### src/inc/exec_pkg.sv
package exec_pkg;
  localparam int DATA_W = 8;
  localparam int PC_W = 11;
  localparam int OP_W = 5;
  localparam int SP_W = 3;
  localparam int STACK_DEPTH = 8;
  localparam logic [1:0] PHASE_LAST = 2'h3;
  localparam logic [7:0] PCL_ADDR = 8'h02;
  localparam logic [2:0] TABLE_PAGE = 3'h7;
  localparam logic [PC_W-1:0] PC_RESET = 11'h000;
  localparam logic [PC_W-1:0] PC_STEP = 11'h001;
  localparam logic [PC_W-1:0] PC_SKIP = 11'h002;
  localparam logic [7:0] BYTE_ZERO = 8'h00;
  localparam logic [7:0] BYTE_MAX = 8'hFF;
  localparam logic [3:0] NIB_MAX = 4'hF;
  // Instruction word: [15:11] opcode, [10:8] bit index / sub-field, [7:0] address or immediate
  localparam logic [OP_W-1:0] OP_NOP = 5'h00;
  localparam logic [OP_W-1:0] OP_MOV_AM = 5'h01;
  localparam logic [OP_W-1:0] OP_MOV_MA = 5'h02;
  localparam logic [OP_W-1:0] OP_MOV_AX = 5'h03;
  localparam logic [OP_W-1:0] OP_ADD_AM = 5'h04;
  localparam logic [OP_W-1:0] OP_ADDM = 5'h05;
  localparam logic [OP_W-1:0] OP_ADD_AX = 5'h06;
  localparam logic [OP_W-1:0] OP_ADC_AM = 5'h07;
  localparam logic [OP_W-1:0] OP_SUB_AM = 5'h08;
  localparam logic [OP_W-1:0] OP_SUB_AX = 5'h09;
  localparam logic [OP_W-1:0] OP_SBC_AM = 5'h0A;
  localparam logic [OP_W-1:0] OP_AND_AM = 5'h0B;
  localparam logic [OP_W-1:0] OP_OR_AM = 5'h0C;
  localparam logic [OP_W-1:0] OP_XOR_AM = 5'h0D;
  localparam logic [OP_W-1:0] OP_COMPLEMENT = 5'h0E;
  localparam logic [OP_W-1:0] OP_COMPLEMENT_A = 5'h0F;
  localparam logic [OP_W-1:0] OP_INC_M = 5'h10;
  localparam logic [OP_W-1:0] OP_INC_A = 5'h11;
  localparam logic [OP_W-1:0] OP_DEC_M = 5'h12;
  localparam logic [OP_W-1:0] OP_DEC_A = 5'h13;
  localparam logic [OP_W-1:0] OP_ROTATE = 5'h14;
  localparam logic [OP_W-1:0] OP_SET_BIT = 5'h15;
  localparam logic [OP_W-1:0] OP_CLR_BIT = 5'h16;
  localparam logic [OP_W-1:0] OP_SKIP_Z = 5'h17;
  localparam logic [OP_W-1:0] OP_SKIP_BZ = 5'h18;
  localparam logic [OP_W-1:0] OP_SKIP_BNZ = 5'h19;
  localparam logic [OP_W-1:0] OP_SKIP_INC = 5'h1A;
  localparam logic [OP_W-1:0] OP_SKIP_DEC = 5'h1B;
  localparam logic [OP_W-1:0] OP_JUMP = 5'h1C;
  localparam logic [OP_W-1:0] OP_CALL = 5'h1D;
  localparam logic [OP_W-1:0] OP_TABLE_RD = 5'h1E;
  localparam logic [OP_W-1:0] OP_MISC = 5'h1F;
  // Rotate sub-field bits
  localparam int ROT_LEFT_BIT = 8;
  localparam int ROT_CARRY_BIT = 9;
  localparam int ROT_TO_ACC_BIT = 10;
  // Misc sub-codes in [1:0]
  localparam logic [1:0] MISC_RET = 2'h0;
  localparam logic [1:0] MISC_INTERRUPT_RETURN_OP = 2'h1;
  localparam logic [1:0] MISC_HALT = 2'h2;
  localparam logic [1:0] MISC_CLRWDT = 2'h3;

  typedef enum logic [3:0] {
    ALU_PASS, ALU_ADD, ALU_SUB, ALU_AND, ALU_OR, ALU_XOR, ALU_NOT, ALU_INC, ALU_DEC,
    ALU_ROTL, ALU_ROTR, ALU_ROTLC, ALU_ROTRC, ALU_SETB, ALU_CLRB
  } alu_op_type;
endpackage

### src/inc/alu_if.sv
interface alu_if;
  import exec_pkg::*;
  alu_op_type op;
  logic [DATA_W-1:0] a;
  logic [DATA_W-1:0] b;
  logic [2:0] bitIdx;
  logic cin;
  logic [DATA_W-1:0] result;
  logic cout;
  logic auxCarry;
  logic overflow;
  logic zero;
  modport core (output op, a, b, bitIdx, cin, input result, cout, auxCarry, overflow, zero);
  modport alu (input op, a, b, bitIdx, cin, output result, cout, auxCarry, overflow, zero);
endinterface

### src/design/alu8.sv
module alu8 import exec_pkg::*; (
  alu_if.alu bus
);
  wire [8:0] sum = 9'({1'b0, bus.a} + {1'b0, bus.b} + {8'h00, bus.cin});
  wire [8:0] diff = 9'({1'b0, bus.a} - {1'b0, bus.b} - {8'h00, bus.cin});
  wire [4:0] sumLow = 5'({1'b0, bus.a[3:0]} + {1'b0, bus.b[3:0]} + {4'h0, bus.cin});
  wire [4:0] subLow = 5'({1'b0, bus.b[3:0]} + {4'h0, bus.cin});
  wire [7:0] bitMask = 8'(8'h01 << bus.bitIdx);

  always_comb begin
    bus.result = bus.b;
    bus.cout = bus.cin;
    bus.auxCarry = 1'b0;
    bus.overflow = 1'b0;
    unique case (bus.op)
      ALU_PASS: bus.result = bus.b;
      ALU_ADD: begin
        bus.result = sum[7:0];
        bus.cout = sum[8];
        bus.auxCarry = sumLow[4];
        bus.overflow = (bus.a[7] == bus.b[7]) && (sum[7] != bus.a[7]);
      end
      ALU_SUB: begin
        // Carry out is the borrow: set when the result went below zero
        bus.result = diff[7:0];
        bus.cout = diff[8];
        bus.auxCarry = {1'b0, bus.a[3:0]} < subLow;
        bus.overflow = (bus.a[7] != bus.b[7]) && (diff[7] != bus.a[7]);
      end
      ALU_AND: bus.result = bus.a & bus.b;
      ALU_OR: bus.result = bus.a | bus.b;
      ALU_XOR: bus.result = bus.a ^ bus.b;
      ALU_NOT: bus.result = ~bus.b;
      ALU_INC: bus.result = 8'(bus.b + 8'h01);
      ALU_DEC: bus.result = 8'(bus.b - 8'h01);
      ALU_ROTL: bus.result = {bus.b[6:0], bus.b[7]};
      ALU_ROTR: bus.result = {bus.b[0], bus.b[7:1]};
      ALU_ROTLC: begin
        bus.result = {bus.b[6:0], bus.cin};
        bus.cout = bus.b[7];
      end
      ALU_ROTRC: begin
        bus.result = {bus.cin, bus.b[7:1]};
        bus.cout = bus.b[0];
      end
      ALU_SETB: bus.result = bus.b | bitMask;
      ALU_CLRB: bus.result = bus.b & ~bitMask;
    endcase
  end

  assign bus.zero = (bus.result == BYTE_ZERO);
endmodule // alu8

### src/design/instr_exec_core.sv
module instr_exec_core import exec_pkg::*; (
  input wire logic clk_sys,
  input wire logic rst,
  output logic [PC_W-1:0] progAddr,
  input wire logic [15:0] progData,
  output logic [7:0] memRdAddr,
  input wire logic [7:0] memRdData,
  output logic [7:0] memWrAddr,
  output logic [7:0] memWrData,
  output logic memWrEn,
  input wire logic wakeUp,
  output logic powerDown,
  output logic wdtClear,
  output logic intEnable,
  output logic [7:0] accOut,
  output logic [3:0] flagsOut,
  output logic [7:0] tableHigh,
  output logic [PC_W-1:0] pcOut,
  output logic instrDone
);
  typedef enum logic [1:0] {ST_EXEC, ST_SECOND, ST_HALT} state_type;

  state_type stateReg, stateNext;
  logic [1:0] phaseReg;
  logic [PC_W-1:0] pcReg, pcNext;
  logic [7:0] accReg;
  logic zFlag, cFlag, acFlag, ovFlag;
  logic [PC_W-1:0] stackMem [STACK_DEPTH];
  logic [SP_W-1:0] spReg;
  logic tableRdReg;
  logic [7:0] tableDestReg;

  alu_if aluBus ();
  alu8 aluUnit (.bus(aluBus));

  // Clock divider: one enable pulse every four system clocks, held at phase zero with no pulses while halted
  wire cycleEn = (phaseReg == PHASE_LAST);
  wire execEn = cycleEn && (stateReg == ST_EXEC);

  wire [OP_W-1:0] op = progData[15:11];
  wire [2:0] bitIdx = progData[10:8];
  wire [7:0] opnd = progData[7:0];
  wire [1:0] miscCode = progData[1:0];
  wire immOp = (op == OP_MOV_AX) || (op == OP_ADD_AX) || (op == OP_SUB_AX);
  wire [7:0] memData = (opnd == PCL_ADDR) ? pcReg[7:0] : memRdData;
  wire [7:0] bOperand = immOp ? opnd : memData;
  wire [PC_W-1:0] tableAddr = {TABLE_PAGE, accReg};
  wire [PC_W-1:0] retAddr = stackMem[SP_W'(spReg - 3'h1)];

  logic [3:0] aluOp;
  logic toAcc, toMem, arithFlags, zeroOnly, carryOnly, withCarry;
  always_comb begin
    aluOp = ALU_PASS;
    toAcc = 1'b0;
    toMem = 1'b0;
    arithFlags = 1'b0;
    zeroOnly = 1'b0;
    carryOnly = 1'b0;
    withCarry = 1'b0;
    unique case (op)
      OP_MOV_AM, OP_MOV_AX: toAcc = 1'b1;
      OP_MOV_MA: toMem = 1'b1;
      OP_ADD_AM, OP_ADD_AX: {aluOp, toAcc, arithFlags} = {ALU_ADD, 2'b11};
      OP_ADDM: {aluOp, toMem, arithFlags} = {ALU_ADD, 2'b11};
      OP_ADC_AM: {aluOp, toAcc, arithFlags, withCarry} = {ALU_ADD, 3'b111};
      OP_SUB_AM, OP_SUB_AX: {aluOp, toAcc, arithFlags} = {ALU_SUB, 2'b11};
      OP_SBC_AM: {aluOp, toAcc, arithFlags, withCarry} = {ALU_SUB, 3'b111};
      OP_AND_AM: {aluOp, toAcc, zeroOnly} = {ALU_AND, 2'b11};
      OP_OR_AM: {aluOp, toAcc, zeroOnly} = {ALU_OR, 2'b11};
      OP_XOR_AM: {aluOp, toAcc, zeroOnly} = {ALU_XOR, 2'b11};
      OP_COMPLEMENT: {aluOp, toMem, zeroOnly} = {ALU_NOT, 2'b11};
      OP_COMPLEMENT_A: {aluOp, toAcc, zeroOnly} = {ALU_NOT, 2'b11};
      OP_INC_M: {aluOp, toMem, zeroOnly} = {ALU_INC, 2'b11};
      OP_INC_A: {aluOp, toAcc, zeroOnly} = {ALU_INC, 2'b11};
      OP_DEC_M: {aluOp, toMem, zeroOnly} = {ALU_DEC, 2'b11};
      OP_DEC_A: {aluOp, toAcc, zeroOnly} = {ALU_DEC, 2'b11};
      OP_ROTATE: begin
        unique case ({progData[ROT_CARRY_BIT], progData[ROT_LEFT_BIT]})
          2'b00: aluOp = ALU_ROTR;
          2'b01: aluOp = ALU_ROTL;
          2'b10: aluOp = ALU_ROTRC;
          2'b11: aluOp = ALU_ROTLC;
        endcase
        toAcc = progData[ROT_TO_ACC_BIT];
        toMem = !progData[ROT_TO_ACC_BIT];
        carryOnly = progData[ROT_CARRY_BIT];
        withCarry = progData[ROT_CARRY_BIT];
      end
      OP_SET_BIT: {aluOp, toMem} = {ALU_SETB, 1'b1};
      OP_CLR_BIT: {aluOp, toMem} = {ALU_CLRB, 1'b1};
      OP_SKIP_INC: {aluOp, toMem} = {ALU_INC, 1'b1};
      OP_SKIP_DEC: {aluOp, toMem} = {ALU_DEC, 1'b1};
      default: aluOp = ALU_PASS;
    endcase
  end

  assign aluBus.op = alu_op_type'(aluOp);
  assign aluBus.a = accReg;
  assign aluBus.b = (op == OP_MOV_MA) ? accReg : bOperand;
  assign aluBus.bitIdx = bitIdx;
  assign aluBus.cin = withCarry && cFlag;

  wire skipOp = (op == OP_SKIP_Z) || (op == OP_SKIP_BZ) || (op == OP_SKIP_BNZ) ||
    (op == OP_SKIP_INC) || (op == OP_SKIP_DEC);
  // Byte test, bit test, or test of the incremented or decremented value
  wire skipTaken = ((op == OP_SKIP_Z) && (memData == BYTE_ZERO)) ||
    ((op == OP_SKIP_BZ) && !memData[bitIdx]) || ((op == OP_SKIP_BNZ) && memData[bitIdx]) ||
    (((op == OP_SKIP_INC) || (op == OP_SKIP_DEC)) && aluBus.zero);
  wire pclWrite = toMem && (opnd == PCL_ADDR);
  wire isReturn = (op == OP_MISC) && ((miscCode == MISC_RET) || (miscCode == MISC_INTERRUPT_RETURN_OP));
  wire ctrlXfer = (op == OP_JUMP) || (op == OP_CALL) || isReturn;
  wire needSecond = ctrlXfer || (op == OP_TABLE_RD) || pclWrite || skipTaken;
  wire enterHalt = (op == OP_MISC) && (miscCode == MISC_HALT);

  always_comb begin
    pcNext = PC_W'(pcReg + PC_STEP);
    if (op == OP_JUMP || op == OP_CALL) begin
      pcNext = progData[PC_W-1:0];
    end else if (isReturn) begin
      pcNext = retAddr;
    end else if (pclWrite) begin
      pcNext = {pcReg[PC_W-1:8], aluBus.result};
    end else if (skipTaken) begin
      pcNext = PC_W'(pcReg + PC_SKIP);
    end
  end

  always_comb begin
    stateNext = stateReg;
    unique case (stateReg)
      ST_EXEC: if (execEn) stateNext = needSecond ? ST_SECOND : (enterHalt ? ST_HALT : ST_EXEC);
      ST_SECOND: if (cycleEn) stateNext = ST_EXEC;
      ST_HALT: if (wakeUp) stateNext = ST_EXEC;
    endcase
  end

  assign progAddr = (stateReg == ST_SECOND && tableRdReg) ? tableAddr : pcReg;
  assign memRdAddr = opnd;
  assign accOut = accReg;
  assign flagsOut = {ovFlag, acFlag, cFlag, zFlag};
  assign pcOut = pcReg;
  assign powerDown = (stateReg == ST_HALT);

  always_ff @(posedge clk_sys or posedge rst) begin
    if (rst) begin
      phaseReg <= 2'h0;
      stateReg <= ST_EXEC;
    end else begin
      phaseReg <= (stateReg == ST_HALT) ? 2'h0 : 2'(phaseReg + 2'h1);
      stateReg <= stateNext;
    end
  end

  always_ff @(posedge clk_sys or posedge rst) begin
    if (rst) begin
      pcReg <= PC_RESET;
      accReg <= BYTE_ZERO;
      {zFlag, cFlag, acFlag, ovFlag} <= 4'h0;
      spReg <= 3'h0;
      intEnable <= 1'b0;
      tableRdReg <= 1'b0;
      tableDestReg <= BYTE_ZERO;
    end else if (execEn) begin
      pcReg <= pcNext;
      tableRdReg <= (op == OP_TABLE_RD);
      tableDestReg <= opnd;
      if (toAcc) accReg <= aluBus.result;
      if (arithFlags || zeroOnly) zFlag <= aluBus.zero;
      if (arithFlags || carryOnly) cFlag <= aluBus.cout;
      if (arithFlags) {acFlag, ovFlag} <= {aluBus.auxCarry, aluBus.overflow};
      if (op == OP_CALL) spReg <= SP_W'(spReg + 3'h1);
      if (isReturn) spReg <= SP_W'(spReg - 3'h1);
      if (op == OP_MISC && miscCode == MISC_INTERRUPT_RETURN_OP) intEnable <= 1'b1;
    end else if (cycleEn && stateReg == ST_SECOND) begin
      tableRdReg <= 1'b0;
    end
  end

  always_ff @(posedge clk_sys) begin
    if (execEn && op == OP_CALL) stackMem[spReg] <= PC_W'(pcReg + PC_STEP);
  end

  // Registered data memory write port; table data also lands here
  always_ff @(posedge clk_sys or posedge rst) begin
    if (rst) begin
      memWrEn <= 1'b0;
      memWrAddr <= BYTE_ZERO;
      memWrData <= BYTE_ZERO;
      tableHigh <= BYTE_ZERO;
      wdtClear <= 1'b0;
      instrDone <= 1'b0;
    end else begin
      memWrEn <= 1'b0;
      wdtClear <= execEn && (op == OP_MISC) && (miscCode == MISC_CLRWDT);
      instrDone <= (execEn && !needSecond) || (cycleEn && stateReg == ST_SECOND);
      if (execEn && toMem && !pclWrite) begin
        memWrEn <= 1'b1;
        memWrAddr <= opnd;
        memWrData <= aluBus.result;
      end else if (cycleEn && stateReg == ST_SECOND && tableRdReg) begin
        memWrEn <= 1'b1;
        memWrAddr <= tableDestReg;
        memWrData <= progData[7:0];
        tableHigh <= progData[15:8];
      end
    end
  end
endmodule // instr_exec_core

### config.mk
export PLATFORM = sky130hd
export DESIGN_NAME = instr_exec_core
export DESIGN_NICKNAME = d
export VERILOG_FILES = /design/src/inc/exec_pkg.sv /design/src/inc/alu_if.sv /design/src/design/alu8.sv /design/src/design/instr_exec_core.sv
export SDC_FILE = /design/constraint.sdc
export NUM_CORES = 1
export LEC_CHECK = 0
export BUFFER_PORTS_ARGS = -buffer_cell sky130_fd_sc_hd__buf_2
export CORE_MARGIN = 10
export CORE_UTILIZATION = 55
export CTS_CLUSTER_DIAMETER = 40
export DETAILED_ROUTE_END_ITERATION = 10
export HOLD_SLACK_MARGIN = 0.03
export PLACE_DENSITY = 0.72
export SYNTH_ARGS = -nofsm -noshare
export SYNTH_HDL_FRONTEND = slang
export SYNTH_SLANG_ARGS = --single-unit
### constraint.sdc
create_clock -name clk_sys -period 5.75 [get_ports clk_sys]
set_input_delay 0.575 -clock clk_sys [delete_from_list [all_inputs] [get_ports clk_sys]]
set_output_delay 0.575 -clock clk_sys [all_outputs]
set_load 0.05 [all_outputs]
======== After elaboration in Yosys (flattened, before gate mapping) ========
Memories as Yosys holds them, arrays and structs flattened.
Index checks and enable logic that the tools add are counted.
cells by class
  $lt $le $gt $ge ......................... 2
  bitwise operators ....................... 8
  $add $sub $neg .......................... 14
  shifts and indexed selects .............. 1
  reductions and logical operators ........ 68
  mux-type cells .......................... 41
  equal/unequal tests ..................... 63
operator list
  kind                                                              count
  8-bit one-hot mux with 15 select lines                            1
  5-bit == test (second input constant)                             16
  8-bit two-way mux                                                 7
  11-bit two-way mux                                                5
  4-bit one-hot mux with 11 select lines                            1
  5-bit by 4-bit == test with 1-bit output (second input constant)  8
  4-bit == test (second input constant)                             7
  1-bit logical AND                                                 21
  5-bit by 3-bit == test with 1-bit output (second input constant)  4
  9-bit OR reduction                                                2
  8-bit AND                                                         2
  4-bit by 3-bit == test with 1-bit output (second input constant)  4
  8-bit logical NOT                                                 2
  8-bit NOT                                                         2
  8-bit OR                                                          2
  4-bit one-hot mux with 4 select lines                             1
  2-bit AND reduction                                               8
  1-bit logical OR                                                  15
  14-bit OR reduction                                               1
  2-bit == test (second input constant)                             6
  2-bit two-way mux                                                 6
  11-bit by 1-bit adder with 11-bit output (second input constant)  1
  11-bit by 2-bit adder with 11-bit output (second input constant)  1
  5-bit by 2-bit == test with 1-bit output (second input constant)  2
  other kinds (41)                                                  72
word-level totals
  output and inout port bits .............. 71
  memory bits (writable) .................. 88
  bits in registers ....................... 67
  input port bits ......................... 27
  memories kept ........................... 1
memories
  memory    words  bits a word  read ports  clocked after Yosys merged registers in  write ports  line                   RTL
  stackMem  8      11           1           0                                        1            instr_exec_core.sv:28  logic [PC_W-1:0] stackMem [STACK_DEPTH];

======== Logic depth before layout (Yosys ltp) ========
Gate-level depths: netlist of the first run.
  depth after elaboration ................. 15
  mapped depth ............................ 24
  depth with buffers taken out ............ 20

======== Hierarchy ========
A second synthesis of the first run with hierarchy kept.
unflattened totals
  cell total of the unflattened synthesis .. 1082
  area, all modules ....................... 10903.0 sq um
by module, submodules not included
  module           cells an instance  seq. area each (sq um)  times used  area an instance (sq um)
  instr_exec_core  677                4319.1                  1           8092.8
  alu8             405                0.0                     1           2810.2

======== Worst setup path before layout of the first run ========
Ideal clock, no wire load.
  path type ............................... input port to flip-flop
  from .................................... input progData[4]
  to ...................................... register pcReg[1] (netlist: pcOut[1])
  setup slack ............................. 558 ps
  path buffers ............................ 2
  arrival ................................. 5065 ps
  required time ........................... 5623 ps
  library setup time ...................... 127 ps
  stages on the path ...................... 20
  path through ............................ buf_2 nor4_4 nand2_2 mux2i_1 o22ai_1 a21boi_0 ha_1 a21o_1 a21o_1 a21o_1 a31oi_2 mux2i_1 nor2_1 a2111o_1 nor4_4 a21oi_2 buf_2 mux2i_1 a221oi_1 nor2_1
between the ends
  longest elaborated chain between the ends .. 14
ends and longest elaborated chain
  element                                                                                                line                                           RTL
  start, declared                                                                                        instr_exec_core.sv:5                           input wire logic [15:0] progData,
  8-bit by 2-bit == test with 1-bit output                                                               instr_exec_core.sv:45, instr_exec_core.sv:109
  8-bit two-way mux                                                                                      instr_exec_core.sv:45                          wire [7:0] memData = (opnd == PCL_ADDR) ? pcReg[7:0] : memRdData;
  8-bit two-way mux                                                                                      instr_exec_core.sv:46                          wire [7:0] bOperand = immOp ? opnd : memData;
  8-bit two-way mux                                                                                      instr_exec_core.sv:99                          assign aluBus.b = (op == OP_MOV_MA) ? accReg : bOperand;
  8-bit by 8-bit subtractor with 9-bit output or 8-bit by 8-bit adder with 9-bit output (tied branches)  alu8.sv:5, alu8.sv:4
  9-bit by 1-bit subtractor with 9-bit output or 9-bit by 1-bit adder with 9-bit output (tied branches)  alu8.sv:5, alu8.sv:4
  8-bit one-hot mux with 15 select lines                                                                 alu8.sv:15                                     unique case (bus.op)
  8-bit logical NOT                                                                                      alu8.sv:51                                     assign bus.zero = (bus.result == BYTE_ZERO);
  1-bit logical AND                                                                                      instr_exec_core.sv:108                         (((op == OP_SKIP_INC) || (op == OP_SKIP_DEC)) && aluBus.zero);
  1-bit logical OR                                                                                       instr_exec_core.sv:107                         ((op == OP_SKIP_BZ) && !memData[bitIdx]) || ((op == OP_SKIP_BNZ) && memData[bitIdx]) ||
  11-bit two-way mux                                                                                     instr_exec_core.sv:123                         end else if (skipTaken) begin
  11-bit two-way mux *                                                                                   instr_exec_core.sv:121                         end else if (pclWrite) begin
  11-bit two-way mux *                                                                                   instr_exec_core.sv:119                         end else if (isReturn) begin
  11-bit two-way mux *                                                                                   instr_exec_core.sv:117                         if (op == OP_JUMP || op == OP_CALL) begin
  end signal, assigned                                                                                   instr_exec_core.sv:164                         pcReg <= pcNext;
  end, declared                                                                                          instr_exec_core.sv:25                          logic [PC_W-1:0] pcReg, pcNext;
Every way passes the cells marked *; elsewhere a longest branch is shown, timed or not. The select of a mux whose other input is x is not followed.
A chain may end at the register's enable or synchronous reset.

======== Worst setup path after layout of the first run ========
  from .................................... input progData[15]
  to ...................................... register pcReg[1] (netlist: pcOut[1])
between the ends
  longest elaborated chain between the ends .. 15
ends and longest elaborated chain
  element                                                                                                line                                          RTL
  5-bit by 2-bit == test with 1-bit output or 5-bit by 3-bit == test with 1-bit output (tied branches)   instr_exec_core.sv:44, instr_exec_core.sv:60
  1-bit logical OR (2 in a row)                                                                          instr_exec_core.sv:44                         wire immOp = (op == OP_MOV_AX) || (op == OP_ADD_AX) || (op == OP_SUB_AX);
  8-bit two-way mux                                                                                      instr_exec_core.sv:46
  8-bit two-way mux                                                                                      instr_exec_core.sv:99
  8-bit by 8-bit subtractor with 9-bit output or 8-bit by 8-bit adder with 9-bit output (tied branches)  alu8.sv:5, alu8.sv:4
  9-bit by 1-bit subtractor with 9-bit output or 9-bit by 1-bit adder with 9-bit output (tied branches)  alu8.sv:5, alu8.sv:4
  8-bit one-hot mux with 15 select lines                                                                 alu8.sv:15
  8-bit logical NOT                                                                                      alu8.sv:51
  1-bit logical AND                                                                                      instr_exec_core.sv:108
  1-bit logical OR                                                                                       instr_exec_core.sv:107
  11-bit two-way mux                                                                                     instr_exec_core.sv:123
  11-bit two-way mux                                                                                     instr_exec_core.sv:121
  11-bit two-way mux                                                                                     instr_exec_core.sv:119
  11-bit two-way mux *                                                                                   instr_exec_core.sv:117
Marked as above.

==> impl_metrics.toml, run 1 <==
[worst_setup_path]
cpMaxStageDelayCell = "fa_1"
cp.arrival_ns = 5.52
path_max_fanout = 21
timing.reg2reg.setup_slack_ns = 0.99
max_stage_delay_ns = 0.60
crit_type = "in2reg"
cp-end-kind = "flip-flop"
start_kind = "primary input"
path_cells = "buf_2, buf_4, nor4b_1, a22o_1, a21oi_1, and2_1, fa_1, inv_1, ha_1, o21ai_0, nand2_1, xor2_1, a221oi_1, o211ai_1, a211oi_1, nand4_1, nor4_4, a21oi_2, buf_4, mux2i_1, a221oi_1, nor2_1"
cp.required_ns = 6.07

[timing]
rsz0062_at_grt = "false"
clock_skew_ns = 0.0182
finalHoldViolCount = 0
finalSetupViolCount = 0
hold_ws_ns = 0.399
finalCritPeriodShare = 0.904
slew_viol_final = 0
setup_tns_ns = 0
timing.fmax_mhz = 192
period_minus_slack_ns = 5.20
tightestPinTransition_ns = 1.21
relSlewSlack = 0.193

[logic_synthesis]
synth_top_area_share = 0.249
synth_cells = 1063
synthTopCellsByArea = "edfxtp_1, dfrtp_1, ha_1, mux4_2, nand2_1"
synth_edf_count = 88
synth.distinct_cells = 97
synth_common_cells = "nand2_1, edfxtp_1, nor2_1"
ys.flop_type = "edfxtp_1"
yosys_register_bits = 155
yosysMostFrequentCell = "nand2_1"
yosys_warnings = 0
ys_seq_area_frac = 0.407
synth_area_per_cell_um2 = 9.99
async_reset_ff_frac = 0.432
yosysTopAreaCell = "edfxtp_1"
syn_area_um2 = 10600
syn-num-nets = 1142

[pwr]
power.share.clock = 0.181
switching_share = 0.486
intPower_uw = 3300
combinationalPowerShare = 0.540
p_per_area_nw_per_um2 = 521
seqPwrFrac = 0.279
leakage_uw = 0.00510
power_switching_uw = 3110
irDropWorstVdd_uv = 311

[routing]
vias_per_cell = 6.55
dr.pass1.iters = 6
drc = 0
drt-initial-drc-count = 973
ant_nets = 0
drt-wirelength-per-cell_um = 25.9
wirelength_mm = 37.7
num_vias = 9555

[clock_tree]
ctsHoldBuffers = 0
htree_levels = 4
post_cts_buffers = 0
clk_pin_slew_ns = 0.07
clockBufferDepth = 2
cts-root-buf = "clkbuf_16"
cts-buffers-inserted = 17
insertion_delay_ns = 0.44
cts_resized = 0
clock_sinks = 155
cts_tree = "done"

[floorplan]
pin_count = 98
coreArea_um2 = 18800
initial_core_util = 0.564
die_y_um = 159
die_w_um = 159
dieArea_um2 = 25300
rows = 50

[placed_design]
hpwl_mm = 28.7
place_congestion = 1.01
placement.io_buffers = 97

[worst_hold_path]
holdCritPathClass = "in2async"

[grt]
grt_pass1_wl_mm = 58.0
track_usage = 0.293
grt_pass1_vias = 9412
grt_overflow = 0
grt_max_degree = 68
antenna_found_initial = 0

[flow_run]
drv_cap = 0

[outcome]
status = "completed"

[cells_and_area]
layout-drive-gt1-share = 0.236
syn2layout_area_growth_pct = 15.9
diodes = 0
fin_nets = 1264
-- sequential cells by signal, summed over array words and instances (netlist names), 2 cells and up --
register,flops
tableHigh,8
phaseReg,2
stateReg,2
tableDestReg,8
spReg,3
memWrData,8
pcOut,11
accOut,8
stackMem,88
memWrAddr,8
-- worst max-delay path, delay by kind of cell --
family,cells,cell delay (ns)
and+or+nand+nor,6,1.41
adders and majority gates,2,0.79
AOI/OAI and AO/OA,8,1.73
xor gates and xnor gates,1,0.14
buffers and inverters,4,0.75
muxes,1,0.12
-- power by group through the flow --
stage | clock network, uW | registers (uW) | logic (uW)
6_report | 1160 | 1790 | 3460
5_1_grt | 1220 | 1810 | 3720
4_1_cts | 1170 | 1780 | 3450
3_5_place_dp | 0 | 1800 | 3420
3_3_place_gp | 0 | 1790 | 3380
2_1_floorplan | 0 | 2170 | 2050
-- final cells by class --
class,instances,area (um^2)
well taps,260,325
clock buffers,17,425
inverters,48,180
clock inverters,15,184
flip-flops and latches,155,4320
repair buffers,182,1120
multi-input cells,781,5750
fillers,1523,6520
-- per-layer routing --
| metal | vias to the layer above | track usage | part of all wire |
|---|---|---|---|
| li1 | 4229 | - | - |
| met3 | 133 | 0.0565 | 0.070 |
| met2 | 499 | 0.507 | 0.51 |
| met4 | 0 | 0.151 | 0.055 |
| met1 | 4694 | 0.337 | 0.37 |
| met5 | - | 0 | 0 |
-- placed cells by master, fill, tap and decap left out, types with 8 or more instances in the layout --
cell type   n
nand3_1    28
a221oi_1    9
mux4_2     24
buf_2      97
a21o_1     10
and3_1     11
nor2_1     83
and2_1     10
o211ai_1    8
o22ai_1    10
o21ai_0    51
nor3_1     19
dfrtp_1    67
xor2_1     10
nand4_1    11
mux2_2     10
buf_4      85
ha_1       47
a21oi_1    68
edfxtp_1   88
nand2b_1   13
mux2i_1    33
a22oi_1    11
nand2_1    99
xnor2_1    22
inv_1      41
a211oi_1    9
nor2b_1    12
clkbuf_16  17
a31oi_1    16
-- worst paths after layout --
path	startpoint	endpoint	depth (start not counted)
max	progData[15]	pcOut[1]	22
min	rst	tableDestReg[6]	3
max reg2reg	accOut[0]	pcOut[1]	18
min reg2reg	phaseReg[0]	phaseReg[0]	1
max in group asynchronous	rst	tableHigh[5]	3
min in group clk_sys	phaseReg[0]	phaseReg[0]	1
-- per-stage QoR --
stage / instances / instance area, um^2 / total power, uW / utilization / worst slack, ns
2_1_floorplan: 1063 / 10600 / 4220 / - / 0.558
3_3_place_gp: 1426 / 11700 / 5170 / 0.621 / 0.266
3_5_place_dp: 1426 / 11700 / 5220 / 0.621 / 0.155
4_1_cts: 1458 / 12300 / 6400 / 0.654 / 0.603
5_1_grt: 1458 / 12300 / 6750 / 0.654 / 0.229
6_report: 1458 / 12300 / 6410 / 0.654 / 0.552
-- kinds of logic (layout without fill, tap and decap cells) --
kind of cell | after synthesis | after routing | synth area share
simple gates | 337 | 337 | 0.163
compound gates | 289 | 289 | 0.189
flops | 155 | 155 | 0.407
buf+inv | 127 | 262 | 0.0532
mux | 68 | 68 | 0.0940
fa+ha+maj | 55 | 55 | 0.0676
xor+xnor | 32 | 32 | 0.0264
No activity file was read; power rests on OpenSTA's default activity.
==> run 2: changes to the inputs <==
--- a/config.mk
+++ b/config.mk
@@ -5,13 +5,13 @@
 export SDC_FILE = /design/constraint.sdc
 export NUM_CORES = 1
 export LEC_CHECK = 0
-export BUFFER_PORTS_ARGS = -buffer_cell sky130_fd_sc_hd__buf_2
 export CORE_MARGIN = 10
 export CORE_UTILIZATION = 55
 export CTS_CLUSTER_DIAMETER = 40
 export DETAILED_ROUTE_END_ITERATION = 10
+export DONT_BUFFER_PORTS = 1
 export HOLD_SLACK_MARGIN = 0.03
-export PLACE_DENSITY = 0.72
+export PLACE_DENSITY = 0.67
 export SYNTH_ARGS = -nofsm -noshare
 export SYNTH_HDL_FRONTEND = slang
 export SYNTH_SLANG_ARGS = --single-unit
==> impl_metrics.toml, run 2 (synthesis results as in run 1) <==
[grt]
grt_use_met2 = 0.503
grt_pass1_vias = 8909
gr-usage-met1 = 0.333
grt_max_degree = 49
antenna_found_initial = 2
grt-busiest-layer = "met2"
grt_pass1_wl_mm = 56.6
grt_util_met3 = 0.0547
grt_overflow = 0
track_usage = 0.288

[worst_setup_path]
cp.required_ns = 6.07
r2r-end = "pcOut[3]"
worst_r2r_path_depth = 19
start_kind = "primary input"
r2r_start = "accOut[0]"
crit_type = "in2reg"
path_cells = "inv_1, nand4_1, nand4_2, and2_1, inv_2, fa_1, fa_1, nor3_1, o31ai_1, a22oi_1, a221oi_1, o2111a_1, o211a_1, a22oi_1, nor3_2, a21oi_2, buf_4, nand2_1, a211o_1, o221a_2"
cpMaxStageDelayCell = "fa_1"
max_stage_delay_ns = 0.47
cp-end-kind = "flip-flop"
path_max_fanout = 36
cp.arrival_ns = 5.62
timing.reg2reg.setup_slack_ns = 0.62

[floorplan]
rows = 50
initial_core_util = 0.564
dieArea_um2 = 25300
coreArea_um2 = 18800
pin_count = 98
die_y_um = 159
die_w_um = 159

[placed_design]
place_congestion = 1.04
dp.cells = 1313
hpwl_mm = 27.7
post-place-ws_ns = 0.175
placement.io_buffers = 0

[clock_tree]
post_cts_buffers = 0
clock_sinks = 155
insertion_delay_ns = 0.44
clockBufferDepth = 2
ctsHoldBuffers = 0
htree_levels = 4
clk_pin_slew_ns = 0.07
cts-root-buf = "clkbuf_16"
cts_tree = "done"
cts_resized = 0
cts-buffers-inserted = 17

[timing]
rsz0062_at_grt = "false"
timing.fmax_mhz = 189
finalSetupViolCount = 0
finalCritPeriodShare = 0.921
setup_slack_ns = 0.453
hold_ws_ns = 0.0716
finalHoldViolCount = 0
period_minus_slack_ns = 5.30
relSlewSlack = 0.244
clock_skew_ns = 0.0127
setup_tns_ns = 0
slew_viol_final = 0
tightestPinTransition_ns = 1.13

[cells_and_area]
mostFrequentLayoutCell = "nand2_1"
largest_register = "stackMem"
instances_no_fill = 1347
syn2layout_area_growth_pct = 10.5
largest_reg_flops = 88
layout-drive-gt1-share = 0.159
multiInputGateArea_um2 = 5760
regArea_um2 = 4320
fin_nets = 1151
mostFrequentLayoutCells = "nand2_1, edfxtp_1, nor2_1"
fill_cells = 1550

[routing]
num_vias = 8894
dr.pass1.iters = 5
drt-initial-drc-count = 940
wirelength_mm = 36.8
ant_nets = 0
drt-wirelength-per-cell_um = 27.3
drc = 0
vias_per_cell = 6.60

[worst_hold_path]
holdCritPathClass = "in2async"

[pwr]
irDropWorstVdd_uv = 321
p_per_area_nw_per_um2 = 532
leakage_uw = 0.00466
p_total_uw = 6240

[outcome]
status = "completed"

[flow_run]
drv_cap = 0
==> run 2: cell count changes in the layout (fill, tap and decap cells not counted), sizes merged <==
cell      before  now
buf          182   69
diode          0    2
clkinv         7    8
clkinvlp       2    1
==> run 2: per-layer routing <==
metal  up-vias  part of all wire
met1      4377              0.38
met2       423              0.51
li1       3999                 -
met4         0             0.047
met3        95             0.067
met5         -                 0
==> run 2: how the worst max path moves through the flow <==
stage / startpoint / endpoint / slack [ns] / cells after the start
global placement: progData[15] / pcOut[3] / 0.12 / 20
finish: progData[15] / pcOut[3] / 0.45 / 20
global route: progData[15] / pcOut[3] / 0.31 / 20
CTS: progData[14] / pcOut[3] / 0.61 / 20
floorplan: progData[4] / pcOut[1] / 0.56 / 20
detailed placement: progData[14] / pcOut[3] / 0.17 / 20
==> run 2: area by class of cell <==
class / instances / share of cell area
Antenna cell: 2 / 0.000426
Clock buffer: 17 / 0.0363
Clock inverter: 15 / 0.0170
Inverter: 48 / 0.0154
Multi-Input combinational cell: 781 / 0.491
Sequential cell: 155 / 0.368
Tap cell: 260 / 0.0277
Timing Repair Buffer: 69 / 0.0441
==> run 2: per-stage QoR <==
step | util | instance area (um^2)
after floorplan | - | 10600
after global placement | 0.590 | 11100
after detailed placement | 0.590 | 11100
after CTS | 0.623 | 11700
after global routing | 0.623 | 11700
final | 0.623 | 11700
==> run 2: report_power, final <==
| part | switching (uW) | total (uW) | internal [uW] |
|---|---|---|---|
| Clock | 538 | 1170 | 630 |
| Sequential | 550 | 2070 | 1520 |
| Combinational | 1960 | 3000 | 1040 |
| Total | 3050 | 6240 | 3190 |
==> run 2: worst max-delay path, delay by kind of cell <==
kind	cells	cell delay, ns
buffers and inverters	3	0.56
AND/OR/NAND/NOR	6	1.52
adder cells (fa/ha/maj)	2	0.93
AO/OA/AOI/OAI	9	2.02
